$ cat src/rtl/gd_ctrl_pkg.sv
// shared constants and carrier types for the gate driver controller
package gd_ctrl_pkg;

   // ==========================================================
   // timing
   localparam int unsigned CLK_HZ            = 25_000_000;
   localparam int unsigned CLK_NS            = 40;
   localparam int unsigned DEGLITCH_NS       = 40;
   // a pulse must outlast the driver's glitch filter: round up, at least one cycle
   localparam int unsigned DEGLITCH_CYC_RAW  = (DEGLITCH_NS + CLK_NS - 1) / CLK_NS;
   localparam int unsigned DEGLITCH_CYC      = (DEGLITCH_CYC_RAW < 1) ? 1 : DEGLITCH_CYC_RAW;
   localparam int unsigned FAULT_MUTE_US     = 1;
   localparam int unsigned FAULT_MUTE_CYC    = (FAULT_MUTE_US * (CLK_HZ / 1_000_000));
   // reset pulse held well beyond the filter so the driver accepts it
   localparam int unsigned CLR_PULSE_CYC     = 4 * DEGLITCH_CYC;
   localparam int unsigned CNT_W             = 16;
   localparam logic [CNT_W-1:0] CNT_ZERO     = 16'h0000;
   localparam logic [CNT_W-1:0] CNT_ONE      = 16'h0001;

   // ==========================================================
   // pin bundles
   typedef struct packed {
      logic pwm_pos;     // non-inverting input drive
      logic pwm_neg;     // inverting input drive
      logic clr_en;      // clear/enable drive, active low clear
   } drv_pins_s;

   typedef struct packed {
      logic fault_flag;  // synchronised fault flag level, low = fault
      logic power_good;  // synchronised power good level, high = good
   } drv_flags_s;

   typedef enum logic [1:0] {
      MODE_MANUAL,
      MODE_AUTO_POS,
      MODE_AUTO_NEG
   } reset_mode_e;

endpackage : gd_ctrl_pkg

$ cat src/rtl/pin_sync.sv
// two flip-flop synchroniser for the open-drain flags read back from the driver
`timescale 1ns/1ps
`default_nettype none
module pin_sync (
   // clock and reset
   input  wire logic                    clk,
   input  wire logic                    nrst,
   // raw pins
   input  wire logic                    fault_flag_out,
   input  wire logic                    power_good_out,
   // synchronised levels
   output gd_ctrl_pkg::drv_flags_s      flags
);
   gd_ctrl_pkg::drv_flags_s meta_q;
   gd_ctrl_pkg::drv_flags_s sync_q;

   // the released fault flag reads high through the pullup, so it resets to that idle level; power good resets low
   always_ff @(posedge clk) begin
      if (!nrst) begin
         meta_q <= '{fault_flag: 1'b1, power_good: 1'b0};
         sync_q <= '{fault_flag: 1'b1, power_good: 1'b0};
      end else begin
         meta_q <= '{fault_flag: fault_flag_out, power_good: power_good_out};
         sync_q <= meta_q;
      end
   end

   assign flags = sync_q;
endmodule : pin_sync
`default_nettype wire

$ cat src/rtl/gd_ctrl.sv
// controller that drives an isolated gate driver's inputs and watches its flags
`timescale 1ns/1ps
`default_nettype none
module gd_ctrl (
   // clock and reset
   input  wire logic                    clk,
   input  wire logic                    nrst,
   // user side
   input  wire logic                    pwm_own,
   input  wire logic                    pwm_other,
   input  wire logic                    use_interlock,
   input  wire logic                    enable,
   input  wire gd_ctrl_pkg::reset_mode_e reset_mode,
   input  wire logic                    clear_req,
   output logic                         fault_active,
   output logic                         power_good,
   output logic                         clear_busy,
   output logic                         gate_expected,
   // driver pins
   input  wire logic                    fault_flag_out,
   input  wire logic                    power_good_out,
   output gd_ctrl_pkg::drv_pins_s       pins
);
   // ==========================================================
   // flag inputs
   gd_ctrl_pkg::drv_flags_s flags;

   pin_sync u_sync (
      .clk            (clk),
      .nrst           (nrst),
      .fault_flag_out (fault_flag_out),
      .power_good_out (power_good_out),
      .flags          (flags)
   );

   // the flags are released-high open-drain lines; low fault means latched
   wire fault_seen = !flags.fault_flag;
   wire pg_seen    = flags.power_good;

   // ==========================================================
   // clear sequencer
   typedef enum logic [1:0] {
      S_IDLE,
      S_MUTE,
      S_PULSE
   } clr_state_e;

   clr_state_e               state_q;
   clr_state_e               state_d;
   logic [gd_ctrl_pkg::CNT_W-1:0] cnt_q;
   logic [gd_ctrl_pkg::CNT_W-1:0] cnt_d;
   logic                     fault_prev_q;

   wire fault_rise = fault_seen && !fault_prev_q;
   wire cnt_done   = (cnt_q == gd_ctrl_pkg::CNT_ONE);
   // full counter width: a bare wire here would cut the count to one bit
   wire [gd_ctrl_pkg::CNT_W-1:0] cnt_dec = (cnt_q == gd_ctrl_pkg::CNT_ZERO) ? cnt_q :
                                           cnt_q - gd_ctrl_pkg::CNT_ONE;
   wire manual     = (reset_mode == gd_ctrl_pkg::MODE_MANUAL);

   always_comb begin
      state_d = state_q;
      cnt_d   = cnt_dec;
      unique case (state_q)
         S_IDLE: begin
            // mute time counts from the fault edge, never from the request
            if (manual && fault_rise) begin
               state_d = S_MUTE;
               cnt_d   = gd_ctrl_pkg::CNT_W'(gd_ctrl_pkg::FAULT_MUTE_CYC);
            end else if (manual && clear_req && fault_seen) begin
               state_d = S_PULSE;
               cnt_d   = gd_ctrl_pkg::CNT_W'(gd_ctrl_pkg::CLR_PULSE_CYC);
            end
         end
         S_MUTE: begin
            if (cnt_done && clear_req) begin
               state_d = S_PULSE;
               cnt_d   = gd_ctrl_pkg::CNT_W'(gd_ctrl_pkg::CLR_PULSE_CYC);
            end else if (cnt_done || cnt_q == gd_ctrl_pkg::CNT_ZERO) begin
               cnt_d = gd_ctrl_pkg::CNT_ZERO;
               if (clear_req) begin
                  state_d = S_PULSE;
                  cnt_d   = gd_ctrl_pkg::CNT_W'(gd_ctrl_pkg::CLR_PULSE_CYC);
               end
            end
         end
         S_PULSE: begin
            // pulse longer than the glitch filter so the driver takes it
            if (cnt_done) begin
               state_d = S_IDLE;
            end
         end
      endcase
   end

   always_ff @(posedge clk) begin
      if (!nrst) begin
         state_q      <= S_IDLE;
         cnt_q        <= gd_ctrl_pkg::CNT_ZERO;
         fault_prev_q <= 1'b0;
      end else begin
         state_q      <= state_d;
         cnt_q        <= cnt_d;
         fault_prev_q <= fault_seen;
      end
   end

   // ==========================================================
   // pin levels
   // without interlock the negative input is held at ground, never floated
   wire neg_level = use_interlock ? pwm_other : 1'b0;
   wire pos_level = pwm_own;
   // auto modes reuse the PWM so every switching cycle clears a fault, except MODE_AUTO_NEG without interlock, where clear/enable just follows enable
   wire auto_en   = (reset_mode == gd_ctrl_pkg::MODE_AUTO_POS) ? pwm_own : !neg_level;
   wire clr_level = (state_q == S_PULSE) ? 1'b0 :
                    (manual ? enable : (enable && auto_en));

   // clear/enable is always driven; the driver's pulldown only covers reset time
   gd_ctrl_pkg::drv_pins_s pins_q;

   always_ff @(posedge clk) begin
      if (!nrst) begin
         pins_q <= '{pwm_pos: 1'b0, pwm_neg: 1'b0, clr_en: 1'b0};
      end else begin
         pins_q <= '{pwm_pos: pos_level, pwm_neg: neg_level, clr_en: clr_level};
      end
   end

   assign pins = pins_q;

   // ==========================================================
   // status, registered
   logic fault_q;
   logic pg_q;
   logic busy_q;
   logic gate_q;

   always_ff @(posedge clk) begin
      if (!nrst) begin
         fault_q <= 1'b0;
         pg_q    <= 1'b0;
         busy_q  <= 1'b0;
         gate_q  <= 1'b0;
      end else begin
         fault_q <= fault_seen;
         pg_q    <= pg_seen;
         busy_q  <= (state_q != S_IDLE);
         // expected gate level as the driver would compute it
         gate_q  <= pins_q.pwm_pos && !pins_q.pwm_neg && pins_q.clr_en
                    && pg_seen && !fault_seen;
      end
   end

   assign fault_active  = fault_q;
   assign power_good    = pg_q;
   assign clear_busy    = busy_q;
   assign gate_expected = gate_q;
endmodule : gd_ctrl
`default_nettype wire

$ cat config.mk
export PLATFORM = sky130hd
export DESIGN_NAME = gd_ctrl
export DESIGN_NICKNAME = d
export VERILOG_FILES = /design/src/rtl/gd_ctrl_pkg.sv /design/src/rtl/pin_sync.sv /design/src/rtl/gd_ctrl.sv
export SDC_FILE = /design/constraint.sdc
export NUM_CORES = 1
export LEC_CHECK = 0
export BUFFER_PORTS_ARGS = -buffer_cell sky130_fd_sc_hd__buf_2
export CAP_MARGIN = 20
export CORE_ASPECT_RATIO = 1.4
export CORE_UTILIZATION = 50
export DETAILED_ROUTE_END_ITERATION = 8
export PLACE_DENSITY = 0.67
export SYNTH_ARGS = -nofsm -noshare
export SYNTH_HDL_FRONTEND = slang
export SYNTH_SLANG_ARGS = --single-unit
$ cat constraint.sdc
create_clock -name clk -period 2.59 [get_ports clk]
set_input_delay 0 -clock clk [delete_from_list [all_inputs] [get_ports clk]]
set_output_delay 0 -clock clk [all_outputs]
set_load 0.02 [all_outputs]
Yosys cells after proc, flatten, opt, wreduce, memory -nomap -nowiden
Cells that the tools add are included.
{"block": "op_classes", "add_sub_neg": 1, "eq_ne": 8, "muxes": 17, "bitwise": 1, "reduce_logical": 21}
{"cell": "$mux W16", "n": 5}
{"cell": "$pmux W16 S2", "n": 1}
{"cell": "$eq A16 B1 Y1 const B", "n": 1}
{"cell": "$logic_not A16 Y1", "n": 1}
{"cell": "$sub A16 B1 Y16 const B", "n": 1}
{"cell": "$mux W2", "n": 6}
{"cell": "$logic_and A1 B1 Y1", "n": 10}
{"cell": "$ne A3 B3 Y1 const B", "n": 3}
{"cell": "$pmux W2 S3", "n": 1}
{"cell": "$eq A2 B1 Y1 const B", "n": 2}
{"cell": "$logic_not A1 Y1", "n": 4}
{"cell": "$logic_not A2 Y1", "n": 2}
{"cell": "$reduce_and A4 Y1", "n": 1}
{"cell": "$mux W1", "n": 3}
{"cell": "$mux W3", "n": 1}
{"cell": "$eq A2 B2 Y1 const B", "n": 1}
{"cell": "$ne A2 B2 Y1 const B", "n": 1}
{"cell": "$reduce_bool A2 Y1", "n": 1}
{"cell": "$reduce_or A2 Y1", "n": 1}
{"cell": "$logic_or A1 B1 Y1", "n": 1}
{"cell": "$not A1 Y1", "n": 1}
{"block": "totals", "regBits": 29, "in_bits": 11}

Logic depth before layout (Yosys ltp)
{"block": "depth", "word_depth": 6, "depth_mapped": 8, "ltp_nobuf": 7}

Hierarchy
From an unflattened synthesis, not the netlist that was laid out.
{"block": "hier_totals", "cells_unflattened": 152, "area_unflattened_um2": 1417.6}
{"mod": "gd_ctrl", "instances": 1, "cells_per_inst": 144, "area_each_um2": 1312.5, "seq_area_each_um2": 500.5}
{"mod": "pin_sync", "instances": 1, "cells_per_inst": 8, "area_each_um2": 105.1, "seq_area_each_um2": 80.1}

Worst setup path before layout
No wires, ideal clock.
{"block": "synth_path", "kind": "register -> register", "start": "register cnt_q[5] (netlist name)", "end": "register cnt_q[10] (netlist name)", "arrival_time_ns": 1.489, "required_time_ns": 2.475, "setup_slack_ns": 0.986, "path_stages_with_launch": 7, "period_less_slack_ns": 1.604, "cell_sequence": "dfxtp_1 > nor4_4 > nand4_1 > o21a_1 > o21ai_2 > buf_6 > nor2_1"}
{"block": "synth_via", "elab_chain_cells": 5, "elab_cells_between_ends": 11}
{"element": "start: declaration", "line_no": "gd_ctrl.sv:50", "source": "logic [gd_ctrl_pkg::CNT_W-1:0] cnt_q;"}
{"element": "start signal: assignment", "line_no": "gd_ctrl.sv:99", "source": "cnt_q <= gd_ctrl_pkg::CNT_ZERO;"}
{"element": "start signal: assignment", "line_no": "gd_ctrl.sv:103", "source": "cnt_q <= cnt_d;"}
{"element": "$sub A16 B1 Y16 (tied with other cells)", "line_no": "gd_ctrl.sv:58", "source": "cnt_q - gd_ctrl_pkg::CNT_ONE;"}
{"element": "$mux W16 or $logic_or A1 B1 Y1 (tied branches)", "line_no": "gd_ctrl.sv:57, gd_ctrl.sv:79"}
{"element": "$mux W16, on equally long branches", "line_no": "gd_ctrl.sv:79, gd_ctrl.sv:70"}
{"element": "$mux W16, on equally long branches", "line_no": "gd_ctrl.sv:76, gd_ctrl.sv:67"}
{"element": "$pmux W16 S2 (*)", "line_no": "gd_ctrl.sv:64", "source": "unique case (state_q)"}
Every way passes the cells marked *; elsewhere a longest branch is shown, timed or not.
A chain may end at the register's enable or synchronous reset.

Final worst setup path
{"block": "layout_path", "start": "register cnt_q[8] (netlist name)", "end": "register cnt_q[1] (netlist name)"}
{"block": "layout_via", "elab_chain_cells": 5, "elab_cells_between_ends": 10}
{"element": "$logic_not A16 Y1 or $eq A16 B1 Y1 (tied branches)", "line_no": "gd_ctrl.sv:57, gd_ctrl.sv:79, gd_ctrl.sv:55"}
{"element": "$mux W16 or $logic_or A1 B1 Y1 (tied branches)", "line_no": "gd_ctrl.sv:57, gd_ctrl.sv:79"}
{"element": "$mux W16, on equally long branches", "line_no": "gd_ctrl.sv:79, gd_ctrl.sv:70"}
{"element": "$mux W16, on equally long branches", "line_no": "gd_ctrl.sv:76, gd_ctrl.sv:67"}
{"element": "$pmux W16 S2 (*)", "line_no": "gd_ctrl.sv:64"}
Marks and branches as above.

==> run_results.csv <==
group,metric,value,unit
drt,wl_per_cell,12.68,um
floorplanning,start_util,0.5375,
drt,drc,0,
final_layout,drive_gt1_frac,0.1875,
sta,worst_pin_slew,0.5193,ns
setup_path,cp.required,2.80,ns
clock_network,numCtsBuffers,5,
clock_network,clkLatencyLatePin,0.34,ns
final_layout,seqCellArea,580.6,um^2
clock_network,cts_tree,"yes",
floorplanning,io_pins,18,
setup_path,ff2ff_setup_slack,0.56,ns
drt,dr.pass1.iters,4,
synth,yosysUniqueCellTypes,41,
sta,maxSlewViolCount,0,
synth,yosysMostFrequentCell,"dfxtp_1",
setup_path,cp.arrival,2.24,ns
floorplanning,dieArea,3092,um^2
sta,period_share,0.7838,
pwr,p_leak,0.7154,nW
setup_path,r2r_cells,5,
synth,syn_inst,160,
synth,synth_top_area_frac,0.4045,
setup_path,slowest_stage,"nor4_2",
final_layout,area_growth,18.48,%
pwr,total_power,0.001891,W
setup_path,path_cells,"nor4_2 -> nand4_1 -> o21a_1 -> o21ai_2 -> a211oi_1",
synth,netlist_top_cells_count,"29 x dfxtp_1, 23 x nor2_1, 9 x inv_1, 9 x nand2_1, 8 x nand3_1",
sta,post-route-min-period,2.030,ns
synth,netlist_area,1435,um^2
setup_path,cp_max_fo,12,
clock_network,clock_sinks,29,
clock_network,post_cts_resized,0,
floorplanning,chipHeight,65.39,um
synth,ys_warn_count,0,
floorplanning,die_width,47.28,um
floorplanning,rows,22,
drt,drt_iter0_drc,21,
sta,finClkSkew,0.005493,ns
setup_path,r2r_end,"cnt_q[1]",
grt,grt_pass1_vias,1204,
synth,ys_top_cells_by_area,"dfxtp_1 40%, nor2_1 6.0%, ha_1 5.2%, xor2_1 4.3%, xnor2_1 3.1%",
setup_path,path_class,"reg -> reg",
run_status,outcome,"complete, no violations",
synth,avgSynthCellArea,8.970,um^2
clock_network,clk_pin_slew,0.10,ns
placement,port_buffers,17,
clock_network,h-tree-depth,2,
flow_run,maxCapViolCount,0,
worst_hold_path,whs_path_depth,4,
synth,ys_ff_latch,29,
setup_path,path_delay_family,"compound AO/OA/AOI/OAI gates",
drt,post_drt_via_cell_ratio,5.303,
grt,grt_antenna_before_repair,0,
pwr,power.density,1112,nW/um^2
grt,grt_usage,0.2328,
clock_network,clk_path_buf_depth,2,
grt,grt_pass1_wl,5.016,mm
sta,setup_viol,0,
synth,synth_edf_count,0,
sta,rsz0062_at_grt,"false",
sta,setup_tns,0,ns
final_layout,nFillCells,248,
worst_hold_path,hold_path_end,"cnt_q[4]",
worst_hold_path,worstHoldPathType,"in -> reg",
setup_path,critPathLaunchType,"flop",
synth,syn_nets,177,
synth,yosys.area.top_type,"dfxtp_1",
grt,overflow,0,
placement,gp_congestion,0.8424,
sta,worst_slew_margin_rel,0.6537,
grt,grt_max_degree,16,
setup_path,r2r_start,"cnt_q[8]",
placement,hpwl,2.085,mm
worst_hold_path,hp-start,"reset_mode[0]",
setup_path,slowest_delay,0.47,ns
drt,vias,1209,
placement,pre_cts_slack,0.5773,ns
clock_network,cts_root_buf,"clkbuf_4",
drt,antenna_left,0,
sta,max_freq,492.6,MHz
clock_network,postCtsSetupBuffers,0,
floorplanning,core_area,2670,um^2
synth,ys.flop_type,"dfxtp_1",
final_layout,nets,208,
synth,ys_seq_area_frac,0.4045,
sta,layout_setup_ws,0.5601,ns
setup_path,crit_buf_inv,0,
final_layout,antenna_cells,0,
synth,async_flop_share,0,
setup_path,endpoint_kind,"flop",
clock_network,ctsHoldBuffers,10,
sta,finalHoldViolations,0,
final_layout,multi_input_area,800.8,um^2
drt,totalWireLength,2.892,mm
pwr,vdd_drop_max,0.5697,mV
-- metal layers --
| metal | vias to the layer above | part of all wire | global-route usage |
|---|---|---|---|
| li1 | 623 | - | - |
| met2 | 26 | 0.52 | 0.3853 |
| met4 | 0 | 0.029 | 0.1286 |
| met5 | - | 0 | 0 |
| met1 | 551 | 0.42 | 0.2453 |
| met3 | 9 | 0.036 | 0.07692 |
-- final cells by class --
class | instances | share of cell area
Multi-Input combinational cell | 119 | 0.4709
Timing Repair Buffer | 27 | 0.1089
Clock inverter | 3 | 0.01030
Sequential cell | 29 | 0.3414
Clock buffer | 5 | 0.02208
Tap cell | 36 | 0.02649
Inverter | 9 | 0.01987
-- cell families after synthesis --
group / count (synthesis) / share of synthesized area
and+or+nand+nor: 79 / 0.3261
xor gates and xnor gates: 12 / 0.07323
DFF: 29 / 0.4045
AOI/OAI and AO/OA: 20 / 0.09242
buffers and inverters: 12 / 0.03748
muxes: 2 / 0.01395
adders and majority gates: 6 / 0.05231
-- worst max path at each step --
stage,from,end,slack [ns],depth (start not counted)
2_1_floorplan,cnt_q[5],cnt_q[10],0.99,6
3_3_place_gp,cnt_q[8],cnt_q[1],0.60,5
3_5_place_dp,cnt_q[8],cnt_q[5],0.58,5
4_1_cts,cnt_q[8],cnt_q[5],0.55,5
5_1_grt,cnt_q[0],cnt_q[4],0.37,7
6_report,cnt_q[8],cnt_q[1],0.56,5
-- where the power goes --
| part | switching, W | total [W] | leakage, nW | internal, W |
|---|---|---|---|---|
| logic | 0.000516 | 0.000929 | 0.446 | 0.000412 |
| clock network | 0.000170 | 0.000272 | 0.0310 | 0.000102 |
| registers | 0.000131 | 0.000691 | 0.238 | 0.000560 |
| total | 0.000817 | 0.00189 | 0.715 | 0.00107 |
-- registers in the layout, indices dropped and copies added, names as in the netlist --
| register | flops |
|---|---|
| cnt_q | 16 |
| pins | 3 |
| state_q | 2 |
| u_sync.flags | 2 |
| u_sync.meta_q | 2 |
| clear_busy | 1 |
| fault_active | 1 |
| gate_expected | 1 |
| power_good | 1 |
-- through the flow --
step / hold slack (ns) / cell area [um^2] / util / cells
2_1_floorplan: 0.07304 / 1435 / - / 160
3_3_place_gp: 0.1865 / 1545 / 0.5787 / 210
3_5_place_dp: 0.1861 / 1545 / 0.5787 / 210
4_1_cts: 0.07003 / 1700 / 0.6368 / 228
5_1_grt: 0.1077 / 1700 / 0.6368 / 228
6_report: 0.07572 / 1700 / 0.6368 / 228
-- worst min-delay path: stages --
cell and delay (ns):
buf_2 0.08, nor3_1 0.08, nand3_1 0.13, a21oi_1 0.07
-- placed cells by master (no fill, tap or decap), types with 3 or more instances in the layout --
cell | netlist | layout
a21oi_1 | 5 | 5
and2_1 | 4 | 4
and3_1 | 3 | 3
buf_2 | 1 | 17
clkbuf_4 | 0 | 5
dfxtp_1 | 29 | 29
dlygate4sd3_1 | 0 | 10
ha_1 | 6 | 6
inv_1 | 9 | 9
nand2_1 | 9 | 9
nand3_1 | 8 | 8
nand4_1 | 4 | 4
nor2_1 | 23 | 23
nor2b_1 | 4 | 4
nor3_1 | 3 | 3
nor3b_1 | 3 | 3
nor4_1 | 4 | 4
o21ai_0 | 3 | 3
xnor2_1 | 5 | 5
xor2_1 | 7 | 7
Note: power is estimated with default switching activity, not from simulation.
